==> config.mk <==
export PLATFORM = sky130hd
export DESIGN_NAME = timer_counter
export DESIGN_NICKNAME = d
export VERILOG_FILES = /design/src/design/timer_counter.v /design/src/design/prescaler.v
export VERILOG_INCLUDE_DIRS = /design/src /design/src/shared
export SDC_FILE = /design/constraint.sdc
export NUM_CORES = 1
export LEC_CHECK = 0
export BUFFER_PORTS_ARGS = -buffer_cell sky130_fd_sc_hd__buf_2
export CELL_PAD_IN_SITES_DETAIL_PLACEMENT = 0
export CELL_PAD_IN_SITES_GLOBAL_PLACEMENT = 1
export CORE_ASPECT_RATIO = 0.6
export CORE_UTILIZATION = 40
export CTS_BUF_LIST = sky130_fd_sc_hd__clkbuf_8
export CTS_CLUSTER_DIAMETER = 150
export DETAILED_ROUTE_END_ITERATION = 8
export HOLD_SLACK_MARGIN = 0.03
export PLACE_DENSITY_LB_ADDON = 0.1
export SKIP_LAST_GASP = 1
export SYNTH_ARGS = -nofsm -noshare
export SYNTH_HDL_FRONTEND = slang
export SYNTH_HIERARCHICAL = 1
export SYNTH_SLANG_ARGS = --single-unit
==> constraint.sdc <==
create_clock -name core_clk -period 3.85 [get_ports core_clk]
set_input_delay 0.1925 -clock core_clk [delete_from_list [all_inputs] [get_ports core_clk]]
set_output_delay 0.1925 -clock core_clk [all_outputs]
set_load 0.01 [all_outputs]
==> src/shared/timer_consts.vh <==
`ifndef TIMER_CONSTS_VH
`define TIMER_CONSTS_VH
// ----------------------------------------
// Register byte addresses (index times four)
// ----------------------------------------
`define IDX_COUNT_LOW 8'h0e
`define IDX_COUNT_HIGH 8'h0f
`define IDX_CONTROL 8'h10
`define IDX_FLAG 8'h11
`define IDX_ENABLE 8'h12
`define ADDR_COUNT_LOW 12'h038
`define ADDR_COUNT_HIGH 12'h03c
`define ADDR_CONTROL 12'h040
`define ADDR_FLAG 12'h044
`define ADDR_ENABLE 12'h048
// ----------------------------------------
// Control field positions and reset values
// ----------------------------------------
`define CTL_ON_BIT 0
`define CTL_SRC_BIT 1
`define CTL_NOSYNC_BIT 2
`define CTL_OSC_BIT 3
`define CTL_PS_LSB 4
`define CTL_PS_MSB 5
`define CTL_MASK 8'h3f
`define CTL_RESET 8'h00
`define FLAG_OVF_BIT 0
// Core cycles per instruction cycle (oscillator divided by four)
`define INSN_DIV 4
`endif

==> src/design/timer_counter.v <==
// What this block does
// Sixteen-bit count in two writable bytes
// Count wraps from ffff to zero
// Wrap sets overflow flag regardless of enable
// Interrupt only while overflow enable set
// Control bit 1 picks pin or instruction clock
// Internal source ticks once per instruction cycle
// External source counts rising pin edges
// On bit gates counting, count held
// Event trigger input clears the count
// Oscillator on forces pins input, reads zero
// Prescale field divides by 1,2,4,8
// Oscillator enable bit powers the inverter
// Bit 2 chooses synchronised or raw edges; the raw path still uses the two sync flops, only skipping one history stage
// Flag stays set until software clears it
// Writing a count byte clears prescaler
//
// Added by the designer: the APB slave port.
`timescale 1ns/10ps
`default_nettype none
`include "timer_consts.vh"
module timer_counter (
  input wire core_clk,
  input wire srst,
  input wire psel,
  input wire penable,
  input wire pwrite,
  input wire [11:0] paddr,
  input wire [31:0] pwdata,
  input wire [3:0] pstrb,
  output reg [31:0] prdata,
  output reg pready,
  output reg pslverr,
  output reg irq,
  input wire ext_count_pin,
  input wire event_trigger_a,
  input wire event_trigger_b,
  input wire [1:0] port_c_direction,
  input wire [1:0] port_c_pin_in,
  output reg [1:0] port_c_pin_oe,
  output reg [1:0] port_c_read,
  output reg osc_inverter_on
);
  // ----------------------------------------
  // State
  // ----------------------------------------
  reg [7:0] count_low_byte_reg; // Low count byte
  reg [7:0] count_high_byte_reg; // High count byte
  reg [7:0] counter_control_reg; // Control bits
  reg overflow_flag_reg; // Sticky overflow
  reg overflow_irq_enable_reg; // Interrupt mask
  reg [1:0] insn_div_reg; // Quarter divider for instruction cycle
  reg pin_meta_reg; // First sync stage, read only by the second
  reg pin_sync_reg; // Second sync stage
  reg pin_prev_reg; // Previous synchronised level
  reg raw_prev_reg; // Extra edge-history stage, used only by the synchronised path
  reg [1:0] pc_meta_reg; // Port pin sync stage one
  reg [1:0] pc_sync_reg; // Port pin sync stage two
  reg trig_meta_reg; // Trigger sync stage one
  reg trig_sync_reg; // Trigger sync stage two
  wire scaled_tick; // Tick after prescaler
  reg raw_tick; // Tick before prescaler
  reg ext_tick; // Edge from pin
  wire bus_write; // APB write access phase
  wire bus_read; // APB read access phase
  wire wr_count; // Either count byte written
  wire wrap; // Count at ffff and advancing
  wire counter_on = counter_control_reg[`CTL_ON_BIT];
  wire src_ext = counter_control_reg[`CTL_SRC_BIT];
  wire no_sync = counter_control_reg[`CTL_NOSYNC_BIT];
  wire osc_en = counter_control_reg[`CTL_OSC_BIT];

  // Address compare used by write and read paths
  function hit;
    input [11:0] a;
    input [11:0] b;
    begin
      hit = (a == b);
    end
  endfunction

  // Writes land only at the edge that completes the transfer (pready high)
  assign bus_write = psel && penable && pwrite && pready;
  assign bus_read = psel && penable && !pwrite;
  assign wr_count = bus_write && pstrb[0] &&
    (hit(paddr, `ADDR_COUNT_LOW) || hit(paddr, `ADDR_COUNT_HIGH));

  // ----------------------------------------
  // Pin and trigger synchronisers
  // ----------------------------------------
  // Two flops on the count pin, port C pins and triggers; the synchronised mode adds one more
  // stage of edge history, so the unsynchronised mode reacts a cycle sooner
  always @(posedge core_clk) begin
    if (srst) begin
      pin_meta_reg <= 1'b0;
      pin_sync_reg <= 1'b0;
      pin_prev_reg <= 1'b0;
      raw_prev_reg <= 1'b0;
      pc_meta_reg <= 2'h0;
      pc_sync_reg <= 2'h0;
      trig_meta_reg <= 1'b0;
      trig_sync_reg <= 1'b0;
    end else begin
      pin_meta_reg <= ext_count_pin;
      pin_sync_reg <= pin_meta_reg;
      pin_prev_reg <= pin_sync_reg;
      raw_prev_reg <= pin_prev_reg;
      pc_meta_reg <= port_c_pin_in;
      pc_sync_reg <= pc_meta_reg;
      trig_meta_reg <= event_trigger_a | event_trigger_b;
      trig_sync_reg <= trig_meta_reg;
    end
  end

  // ----------------------------------------
  // Tick source selection
  // ----------------------------------------
  // Unsynchronised mode skips the edge-history flop, so it reacts one cycle
  // sooner; a true asynchronous counter would need a second clock domain
  always @* begin
    if (no_sync)
      ext_tick = pin_sync_reg & ~pin_prev_reg;
    else
      ext_tick = pin_prev_reg & ~raw_prev_reg;
    if (src_ext)
      raw_tick = counter_on & ext_tick;
    else
      raw_tick = counter_on & (insn_div_reg == 2'h3);
  end

  // Instruction-cycle divider, free running
  always @(posedge core_clk) begin
    if (srst)
      insn_div_reg <= 2'h0;
    else
      insn_div_reg <= insn_div_reg + 2'h1;
  end

  prescaler #(
    .WIDTH(3)
  ) u_prescaler (
    .core_clk(core_clk),
    .srst(srst),
    .clear(wr_count),
    .tick_in(raw_tick),
    .ratio(counter_control_reg[`CTL_PS_MSB:`CTL_PS_LSB]),
    .tick_out(scaled_tick)
  );

  // Prescaled tick only counts while enabled, so turning off holds the count
  assign wrap = scaled_tick && counter_on &&
    ({count_high_byte_reg, count_low_byte_reg} == 16'hffff);

  // ----------------------------------------
  // Count and register writes
  // ----------------------------------------
  // Priority: trigger clear, then software write, then increment
  always @(posedge core_clk) begin
    if (srst) begin
      count_low_byte_reg <= 8'h00;
      count_high_byte_reg <= 8'h00;
      counter_control_reg <= `CTL_RESET;
      overflow_irq_enable_reg <= 1'b0;
    end else begin
      if (trig_sync_reg) begin
        count_low_byte_reg <= 8'h00;
        count_high_byte_reg <= 8'h00;
      end else if (wr_count) begin
        if (hit(paddr, `ADDR_COUNT_LOW))
          count_low_byte_reg <= pwdata[7:0];
        else
          count_high_byte_reg <= pwdata[7:0];
      end else if (scaled_tick && counter_on) begin
        {count_high_byte_reg, count_low_byte_reg} <=
          {count_high_byte_reg, count_low_byte_reg} + 16'h0001;
      end
      if (bus_write && pstrb[0] && hit(paddr, `ADDR_CONTROL))
        counter_control_reg <= pwdata[7:0] & `CTL_MASK;
      if (bus_write && pstrb[0] && hit(paddr, `ADDR_ENABLE))
        overflow_irq_enable_reg <= pwdata[`FLAG_OVF_BIT];
    end
  end

  // ----------------------------------------
  // Overflow flag and interrupt
  // ----------------------------------------
  // Write one to clear; a wrap in the same cycle wins
  always @(posedge core_clk) begin
    if (srst) begin
      overflow_flag_reg <= 1'b0;
      irq <= 1'b0;
    end else begin
      if (wrap)
        overflow_flag_reg <= 1'b1;
      else if (bus_write && pstrb[0] && hit(paddr, `ADDR_FLAG) &&
               pwdata[`FLAG_OVF_BIT])
        overflow_flag_reg <= 1'b0;
      irq <= (overflow_flag_reg | wrap) & overflow_irq_enable_reg;
    end
  end

  // ----------------------------------------
  // Oscillator pins
  // ----------------------------------------
  // Direction bits are active-low drives; the oscillator overrides them
  always @(posedge core_clk) begin
    if (srst) begin
      port_c_pin_oe <= 2'h0;
      port_c_read <= 2'h0;
      osc_inverter_on <= 1'b0;
    end else begin
      osc_inverter_on <= osc_en;
      if (osc_en) begin
        port_c_pin_oe <= 2'h0;
        port_c_read <= 2'h0;
      end else begin
        port_c_pin_oe <= ~port_c_direction;
        port_c_read <= pc_sync_reg;
      end
    end
  end

  // ----------------------------------------
  // APB slave: one wait state, answer in second access cycle
  // ----------------------------------------
  always @(posedge core_clk) begin
    if (srst) begin
      pready <= 1'b0;
      pslverr <= 1'b0;
      prdata <= 32'h00000000;
    end else begin
      pready <= 1'b0;
      pslverr <= 1'b0;
      if (psel && penable && !pready) begin
        pready <= 1'b1;
        prdata <= 32'h00000000;
        if (hit(paddr, `ADDR_COUNT_LOW)) begin
          if (bus_read) prdata <= {24'h000000, count_low_byte_reg};
        end else if (hit(paddr, `ADDR_COUNT_HIGH)) begin
          if (bus_read) prdata <= {24'h000000, count_high_byte_reg};
        end else if (hit(paddr, `ADDR_CONTROL)) begin
          if (bus_read) prdata <= {24'h000000, counter_control_reg};
        end else if (hit(paddr, `ADDR_FLAG)) begin
          if (bus_read) prdata <= {31'h00000000, overflow_flag_reg};
        end else if (hit(paddr, `ADDR_ENABLE)) begin
          if (bus_read) prdata <= {31'h00000000, overflow_irq_enable_reg};
        end else begin
          pslverr <= 1'b1; // Unmapped: error, reads zero
        end
      end
    end
  end
endmodule // timer_counter
`default_nettype wire

==> src/design/prescaler.v <==
`timescale 1ns/10ps
`default_nettype none
// ----------------------------------------
// Prescaler: passes one of every 1, 2, 4 or 8 ticks
// ----------------------------------------
module prescaler #(
  parameter WIDTH = 3
) (
  input wire core_clk,
  input wire srst,
  input wire clear,
  input wire tick_in,
  input wire [1:0] ratio,
  output reg tick_out
);
  reg [WIDTH-1:0] div_reg; // Running tick count

  // Mask for the selected ratio
  function [WIDTH-1:0] ratio_mask;
    input [1:0] sel;
    begin
      case (sel)
        2'b11: ratio_mask = 3'h7;
        2'b10: ratio_mask = 3'h3;
        2'b01: ratio_mask = 3'h1;
        default: ratio_mask = 3'h0;
      endcase
    end
  endfunction

  // Count ticks and emit one on each full period
  always @(posedge core_clk) begin
    if (srst || clear) begin
      div_reg <= {WIDTH{1'b0}};
      tick_out <= 1'b0;
    end else begin
      tick_out <= 1'b0;
      if (tick_in) begin
        if ((div_reg & ratio_mask(ratio)) == ratio_mask(ratio)) begin
          div_reg <= {WIDTH{1'b0}};
          tick_out <= 1'b1;
        end else begin
          div_reg <= div_reg + {{(WIDTH-1){1'b0}}, 1'b1};
        end
      end
    end
  end
endmodule // prescaler
`default_nettype wire

==> metrics.txt, run 1 <==
status finished, final reports clean; post-cts sizing count 0; Syn. warnings 6; Longest Clk Path Bufs 2; Synth Area in Simple Gates 25.1%; crit path cell chain nand2_1 > or3_1 > a2111oi_0 > a211oi_1 > nor3_1; Hold Path Depth 3; Crit Path Class reg2reg; Main synth FF type dfxtp_1; power per cell area 303 nW/um^2; vias in the first global route 2453; antenna violations before repair 0; Sequential cell area 1120 sq um; GR Layer Usage met1 34.4%; most frequent cell after synthesis dfxtp_1; Worst path slowest cell a2111oi_0; P&R area growth vs syn 10.5%; Final min period 2.31 ns; Synth Register Bits 56; Setup TNS 0 ns; Worst path max stage delay 0.79 ns; Remaining DRCs 0; Synth top cells by count dfxtp_1 (56), buf_4 (26), nand2_1 (24); Worst-path clk slew 0.11 ns; mux share of post-synthesis cell area 2.98%; post-DR wirelength/cell 17.0 microns; Synth top area share 37.0%; worst-margin pin slew 0.984 ns; root buffer cell clkbuf_8; CP Launch Type register; pin count of the biggest net entering global routing 37; multi-input logic area 1700 sq um; Max-slew headroom 32.7%; RD Place Congestion 0.837; r2r worst-path depth 5; Fillers 756; Placeable Area 7300 sq um; Antenna Nets Post-Route 0; PortBufs 48; Synth cell types 66; Detailed Route Iter0 Violations 191; Compound-Gate Fraction of Synth Area 23.2%; via count 2663; die area 7930 sq um; Hold Vio Cnt, Final 0; max_cap viols 0; DP Wirelength 6060 microns; async set-or-reset flop fraction in the synthesized netlist 0%; global route hottest layer met1; Power Total 1.01 mW; Final Max Slew Viols 0; leading area contributor after synthesis dfxtp_1; number of hold buffers added after CTS 2; CP Data Required Time 4.10 ns; GRT met3 Usage 4.20%; Fmax 432 MHz; Synth Area in Adders 1.24%; CTS sink count 56; final net count 443; endpoints failing setup 0; syn_area_per_cell 8.98 sq um; EDFF count, synth 0; post-synthesis cell area 3030 sq um; WP data arrival 2.57 ns; Clock Latency Late Sink 0.32 ns; antenna diode count 0; Worst Setup End Kind register; share of layout cells above drive strength 1 20.5%; setup bufs post-CTS 0; 1st-pass router iterations 4; CTS H-tree lvls 2; RSZ-0062 raised after global routing no; first-pass GRT wire length 13400 microns; DIE WIDTH 114 microns; DRT Wirelength 8250 microns; I/O pin total 100; num rows 24; Die Y 69.4 microns; TritonCTS clock tree yes; Clock Skew 0.00630 ns; main area contributors after synthesis dfxtp_1 (37%), buf_4 (6.4%), mux2i_1 (3.0%); XOR/XNOR Fraction of Synth Area 0.579%; All-Layer GR Usage 21.9%; CTS buffer count 5; maximum VDD drop 0.000202 V; worst-path maximum fanout 5; register area share after synthesis 37.0%; cell count after synthesis 337; Overflow after GRT 0; Starting Density 41.5%; leakage power 1.29 nW; final period utilization 60.1%; grt met2 use 30.0%; worst hold path class in2reg; via/cell ratio 5.49; largest family of logic cells by synthesized area simple AND/OR/NAND/NOR gates
-- routing by layer --
layer  part of all wire, %  vias to the layer above
li1                      -                     1299
met2                    39                      105
met3                   6.2                        9
met1                    53                     1250
met4                   1.3                        0
met5                     0                        -
-- worst max-delay path, delay by kind of cell, from the launching register on --
family	cells	cell delay (ns)
compound gates	2	0.97
flops	1	0.49
simple gates	3	0.79
-- layout by cell type (no fill, tap or decap), types with 4 or more instances in the layout --
cell type  instances
a21oi_1           13
a22o_1             4
a22oi_1            8
a32o_1             5
and3_1             9
buf_2             48
clkbuf_8           5
conb_1            24
dfxtp_1           56
inv_1              6
mux2i_1            9
nand2_1           24
nand3_1           16
nor2_1            23
nor2b_1           13
nor3_1             9
nor3b_1            4
o21a_1             5
o21ai_0           12
o31a_1             5
o31ai_1            4
o32ai_1            8
-- power by group --
part / total [mW] / leakage [nW] / internal, mW / switching (mW)
Combinational: 0.0780 / 0.787 / 0.0271 / 0.0509
Sequential: 0.592 / 0.455 / 0.589 / 0.00309
Clock: 0.343 / 0.0485 / 0.131 / 0.212
-- path summary, 6_finish.rpt --
check                                           start                                   to  slack, ns
setup / recovery  count_high_byte_reg[0]$_SDFFE_PP0P_  count_high_byte_reg[7]$_SDFFE_PP0P_       1.54
hold reg to reg            insn_div_reg[0]$_SDFF_PP0_           insn_div_reg[0]$_SDFF_PP0_       0.43
setup reg to reg  count_high_byte_reg[0]$_SDFFE_PP0P_  count_high_byte_reg[7]$_SDFFE_PP0P_       1.54
hold / removal                        event_trigger_a             trig_meta_reg$_SDFF_PP0_       0.07
-- cell families after synthesis --
kind of cell / Yosys count
AOI/OAI and AO/OA: 91
xor gates and xnor gates: 2
adders and majority gates: 3
buffers and inverters: 46
DFF: 56
muxes: 9
other: 1
and+or+nand+nor: 129
-- per-stage QoR --
stage	util (%)	std cells	cell area (sq um)	hold slack [ns]	worst slack, ns
after detailed placement	44.3	475	3230	0.367	1.28
after global routing	45.8	485	3340	0.0621	1.39
after CTS	45.8	485	3340	0.0645	1.58
after floorplan	-	360	3110	0.268	1.75
after global placement	44.3	475	3230	0.364	1.28
final	45.8	485	3340	0.0704	1.54
-- final cells by class --
type                    count  share of cell area (%)
clock inverters             3                   0.673
repair buffers             53                    8.45
flip-flops and latches     56                    33.5
inverters                   6                   0.673
multi-input cells         258                    50.7
clock buffers               5                    2.06
well taps                 104                    3.89
Power figures use the tool's default switching activity.
==> inputs of run 2 (changes only) <==
--- a/config.mk
+++ b/config.mk
@@ -10,7 +10,7 @@
 export CELL_PAD_IN_SITES_DETAIL_PLACEMENT = 0
 export CELL_PAD_IN_SITES_GLOBAL_PLACEMENT = 1
 export CORE_ASPECT_RATIO = 0.6
-export CORE_UTILIZATION = 40
+export CORE_UTILIZATION = 35
 export CTS_BUF_LIST = sky130_fd_sc_hd__clkbuf_8
 export CTS_CLUSTER_DIAMETER = 150
 export DETAILED_ROUTE_END_ITERATION = 8
==> constraint.sdc (replaced) <==
create_clock -name core_clk -period 2.1 [get_ports core_clk]
set_input_delay 0.105 -clock core_clk [delete_from_list [all_inputs] [get_ports core_clk]]
set_output_delay 0.105 -clock core_clk [all_outputs]
set_load 0.01 [all_outputs]
==> metrics.txt, run 2 (same netlist as run 1, synthesis figures left out) <==
sink of the worst hold path counter_control_reg[4]$_SDFFE_PP0P_; maximum VDD drop 0.000245 V (+21%); status finished, final reports clean; first-pass GRT wire length 14400 microns (+7.5%); WP data arrival 2.21 ns (-0.36 ns); RSZ-0062 raised after global routing no; Remaining DRCs 0 (unchanged); worst-path maximum fanout 6 (+1); Die Y 74.0 microns (+6.7%); CP Launch Type register; Final Instance Area 3740 sq um (+12%); PortBufs 48 (unchanged); Hold Path Depth 3 (unchanged); I/O pin total 100 (unchanged); All-Layer GR Usage 21.1% (-0.82 points); CP Data Required Time 2.34 ns (-1.76 ns); launching point of the worst reg2reg path count_low_byte_reg[3]$_SDFFE_PP0P_; worst-margin pin slew 0.536 ns (-0.447 ns); DIE WIDTH 122 microns (+6.8%); slack of the worst reg-to-reg path 0.13 ns (-1.41 ns); TritonCTS clock tree yes; CTS sink count 56 (unchanged); leakage power 1.52 nW (+18%); Area after DPL 3570 sq um (+10%); post-DR wirelength/cell 16.9 microns (-0.60%); antenna violations before repair 0 (unchanged); CTS H-tree lvls 2 (unchanged); Clock Latency Late Sink 0.33 ns (about the same); final net count 487 (+9.9%); antenna diode count 0 (unchanged); P&R area growth vs syn 23.5%; Final Max Slew Viols 0 (unchanged); Placeable Area 8130 sq um (+11%); crit path cell chain and3_1 > nand3_2 > or4_1 > a22o_1 > a32o_1; Antenna Nets Post-Route 0 (unchanged); setup bufs post-CTS 0 (unchanged); final period utilization 93.9% (+34 points); Overflow after GRT 0 (unchanged); r2r worst-path depth 5 (unchanged); root buffer cell clkbuf_8; power per cell area 498 nW/um^2 (+64%); Worst path slowest cell or4_1; Starting Density 37.2% (-4.3 points); Setup TNS 0 ns (unchanged); Worst path max stage delay 0.59 ns (-0.20 ns); CTS buffer count 5 (unchanged); max_cap viols 0 (unchanged); num rows 25 (+4.2%); most common cell after layout, fill and taps aside dfxtp_1; DRT Wirelength 9010 microns (+9.2%); reg2reg end count_high_byte_reg[3]$_SDFFE_PP0P_; Detailed Route Iter0 Violations 265 (+39%); pin count of the biggest net entering global routing 22 (-41%); Fmax 507 MHz (+17%); CP startpoint count_low_byte_reg[3]$_SDFFE_PP0P_; worst hold path class in2reg; Max-slew headroom 64.1% (+31 points); vias in the first global route 2629 (+7.2%); Fillers 812 (+7.4%); share of layout cells above drive strength 1 28.0% (+7.5 points); 1st-pass router iterations 7 (+3); Worst-path clk slew 0.11 ns (about the same); hold wc startpoint pwdata[4]; Clock Skew 0.0151 ns (+0.00880 ns); Worst Setup End Kind register; Min Hold Slack 0.0360 ns (-0.0344 ns); RD Place Congestion 0.857 (+2.4%); die area 9040 sq um (+14%); via count 2869 (+7.7%); Hold Vio Cnt, Final 0 (unchanged); Crit Path Class reg2reg; via/cell ratio 5.38 (-2.0%); Final min period 1.97 ns (-0.343 ns); most frequent cells in the layout dfxtp_1 (55), buf_2 (48), buf_4 (39); endpoints failing setup 0 (unchanged); Longest Clk Path Bufs 2 (unchanged); DP Wirelength 6970 microns (+15%)
[run 2: worst max path at each step]
stage / slack, ns / endpoint / depth (start not counted)
2_1_floorplan: 0.09 / count_high_byte_reg[6]$_SDFFE_PP0P_ / 8
3_3_place_gp: -0.10 / count_high_byte_reg[6]$_SDFFE_PP0P_ / 7
3_5_place_dp: -0.11 / count_low_byte_reg[5]$_SDFFE_PP0P_ / 7
4_1_cts: 0.08 / count_high_byte_reg[3]$_SDFFE_PP0P_ / 5
5_1_grt: 0.07 / count_high_byte_reg[3]$_SDFFE_PP0P_ / 5
6_report: 0.13 / count_high_byte_reg[3]$_SDFFE_PP0P_ / 5
[run 2: critical path, delay by kind of cell, from the launching register on]
family,cells,cell delay [ns]
simple gates,3,0.96
flops,1,0.43
compound gates,2,0.48
[run 2: power by group]
group	switching, mW	internal (mW)
Combinational	0.0989	0.0643
Sequential	0.00573	1.08
Clock	0.377	0.234
[run 2: timing repair]
item	4_1_cts	5_1_grt
setup endpoints to repair	1	3
hold buffers	7	0
hold endpoints to repair	6	0
resized for setup	1	3
[run 2: stage by stage]
step	setup WS [ns]	utilization, %	cells	total power [mW]
after CTS	0.0797	45.8	533	1.87
after floorplan	0.0916	-	360	1.22
final	0.129	46.0	533	1.86
after global placement	-0.101	43.9	518	1.26
after detailed placement	-0.108	43.9	518	1.26
after global routing	0.0697	46.0	533	1.95
[run 2: per-layer routing]
metal / GRT usage [%] / vias to the layer above / share of wire [%]
met3: 3.91 / 6 / 7.6
met1: 32.5 / 1345 / 54
li1: - / 1394 / -
met2: 30.0 / 124 / 37
met4: 4.74 / 0 / 0.78
met5: 0 / - / 0
[run 2: cell type report]
| type | instances | area [sq um] | area share, % |
|---|---|---|---|
| Multi-Input combinational cell | 258 | 1710 | 45.7 |
| Sequential cell | 56 | 1120 | 30.0 |
| Timing Repair Buffer | 97 | 663 | 17.7 |
| Tap cell | 108 | 135 | 3.62 |
| Clock buffer | 5 | 68.8 | 1.84 |
| Inverter | 6 | 22.5 | 0.603 |
| Clock inverter | 3 | 17.5 | 0.469 |
==> inputs of run 3 (changes only) <==
--- a/config.mk
+++ b/config.mk
@@ -10,8 +10,7 @@
 export CELL_PAD_IN_SITES_DETAIL_PLACEMENT = 0
 export CELL_PAD_IN_SITES_GLOBAL_PLACEMENT = 1
 export CORE_ASPECT_RATIO = 0.6
-export CORE_UTILIZATION = 35
-export CTS_BUF_LIST = sky130_fd_sc_hd__clkbuf_8
+export CORE_UTILIZATION = 34
 export CTS_CLUSTER_DIAMETER = 150
 export DETAILED_ROUTE_END_ITERATION = 8
 export HOLD_SLACK_MARGIN = 0.03
==> metrics.txt, run 3 (same netlist as run 1, synthesis figures left out) <==
status finished, final reports clean; Fillers 877 (+8.0%); power per cell area 543 nW/um^2 (+9.1%); Worst-path clk slew 0.07 ns (-0.04 ns); max_cap viols 0 (unchanged); Final Max Slew Viols 0 (unchanged); num rows 26 (+4.0%); antenna violations before repair 0 (unchanged); Detailed Route Iter0 Violations 187 (-29%); share of layout cells above drive strength 1 29.4% (+1.4 points); P&R area growth vs syn 27.7%; Antenna Nets Post-Route 0 (unchanged); PortBufs 48 (unchanged); CTS buffer count 5 (unchanged); first-pass GRT wire length 14600 microns (+1.5%); Crit Path Class reg2reg; worst hold path class in2reg; DRT Wirelength 9160 microns (+1.7%); CP Launch Type register; vias in the first global route 2665 (+1.4%); Fmax 511 MHz (+0.68%); crit-path most repeated cell buf_4; Clock Latency Late Sink 0.29 ns (-0.04 ns); Die Y 75.1 microns (+1.4%); WP data arrival 2.20 ns (about the same); most frequent cells in the layout dfxtp_1 (56), buf_4 (50), buf_2 (48); All-Layer GR Usage 20.9% (-0.19 points); CTS sink count 56 (unchanged); worst-margin pin slew 0.717 ns (+0.181 ns); root buffer cell clkbuf_16; Hold Vio Cnt, Final 0 (unchanged); CTS H-tree lvls 2 (unchanged); Area after DPL 3660 sq um (+2.5%); 1st-pass router iterations 5 (-2); Max-slew headroom 52.1% (-12 points); worst-path maximum fanout 15 (+9); Remaining DRCs 0 (unchanged); Placeable Area 8560 sq um (+5.2%); endpoints failing setup 0 (unchanged); CP Data Required Time 2.34 ns (about the same); maximum VDD drop 0.000307 V (+25%); leakage power 1.59 nW (+4.6%); TritonCTS clock tree yes; crit path cell chain and3_1 > nor2b_1 > buf_4 > a21boi_0 > buf_4 > o22ai_1 > a32o_1; die area 9300 sq um (+2.9%); CP Depth 7 (+2); most common cell after layout, fill and taps aside dfxtp_1; final period utilization 93.2% (-0.63 points); antenna diode count 0 (unchanged); I/O pin total 100 (unchanged); Clock Skew 0.00525 ns (-0.00985 ns); Overflow after GRT 0 (unchanged); Final Instance Area 3860 sq um (+3.4%); Worst path max stage delay 0.36 ns (-0.23 ns); r2r worst-path depth 7 (+2); RD Place Congestion 0.862 (+0.63%); Buf/Inv on CP 2 (+2); Worst Setup End Kind register; via/cell ratio 5.23 (-2.9%); Hold Path Depth 2 (-1); DIE WIDTH 124 microns (+1.4%); RSZ-0062 raised after global routing no; setup bufs post-CTS 0 (unchanged); Longest Clk Path Bufs 2 (unchanged); Worst path slowest cell dfxtp_1; Final min period 1.96 ns (-0.0132 ns); pin count of the biggest net entering global routing 25 (+14%); final net count 497 (+2.1%); multi-input logic area 1700 sq um (-0.59%); via count 2859 (-0.35%); post-DR wirelength/cell 16.8 microns (-0.86%); Sequential cell area 1120 sq um (-0.11%); Power Total 2.10 mW (+13%); DP Wirelength 7110 microns (+2.0%); Top delay family on crit path compound AO/OA/AOI/OAI gates; Starting Density 35.4% (-1.8 points)
run 3: cell count changes in the layout (fill, tap and decap cells not counted):
cell	previous run	this run
nand3_1	15	16
clkbuf_8	5	0
nand3_2	1	0
dfxtp_2	1	0
dfxtp_1	55	56
inv_1	7	6
clkbuf_16	0	5
dlygate4sd3_1	7	6
clkinvlp_4	0	1
buf_4	39	50
a2111oi_1	0	1
a2111oi_2	3	2
run 3: cell type report:
type	instances	area share (%)
clock inverters	3	0.551
repair buffers	107	19.0
well taps	112	3.63
multi-input cells	258	43.9
inverters	6	0.583
flip-flops and latches	56	29.0
clock buffers	5	3.24
run 3: power by group:
part / switching, mW / total, mW / internal [mW] / leakage (nW)
clock: 0.405 / 0.851 / 0.446 / 0.0702
combinational: 0.0988 / 0.163 / 0.0640 / 1.07
sequential: 0.00582 / 1.08 / 1.08 / 0.455
total: 0.510 / 2.10 / 1.59 / 1.59
run 3: worst register-to-register path: stages, from the launching register on:
cell and delay (ns):
dfxtp_1 0.36, and3_1 0.18, nor2b_1 0.26, buf_4 0.33, a21boi_0 0.19, buf_4 0.18
o22ai_1 0.23, a32o_1 0.19
run 3: per-stage QoR:
| step | util (%) | hold slack (ns) | setup TNS [ns] | worst slack, ns | cells |
|---|---|---|---|---|---|
| floorplan | - | 0.181 | 0 | 0.0916 | 360 |
| global placement | 42.7 | 0.278 | -0.397 | -0.0695 | 533 |
| detailed placement | 42.7 | 0.277 | -0.608 | -0.0991 | 533 |
| CTS | 45.1 | 0.0399 | 0 | 0.107 | 547 |
| global route | 45.2 | 0.0755 | 0 | 0.0259 | 547 |
| finish | 45.2 | 0.0380 | 0 | 0.142 | 547 |
run 3: worst paths after layout:
| check | slack [ns] | from | end |
|---|---|---|---|
| worst min register to register | 0.43 | insn_div_reg[0]$_SDFF_PP0_ | insn_div_reg[0]$_SDFF_PP0_ |
| worst max-delay path | 0.14 | pready$_SDFF_PP0_ | count_high_byte_reg[6]$_SDFFE_PP0P_ |
| worst max register to register | 0.14 | pready$_SDFF_PP0_ | count_high_byte_reg[6]$_SDFFE_PP0P_ |
| worst min-delay path | 0.04 | ext_count_pin | pin_meta_reg$_SDFF_PP0_ |
run 3: repair_timing:
item                                   CTS  global route
resized for setup                        0             1
endpoints found under the hold margin    5             0
hold buffers                             6             0
setup endpoints to repair                0             2
run 3: routing by layer:
metal | vias up | share of wire, % | wire [microns] | track usage (%)
met5 | - | 0 | 0 | 0
met4 | 0 | 1.0 | 95 | 4.55
met3 | 8 | 8.1 | 745 | 4.17
met2 | 115 | 38 | 3450 | 28.8
met1 | 1323 | 53 | 4870 | 32.6
li1 | 1413 | - | - | -
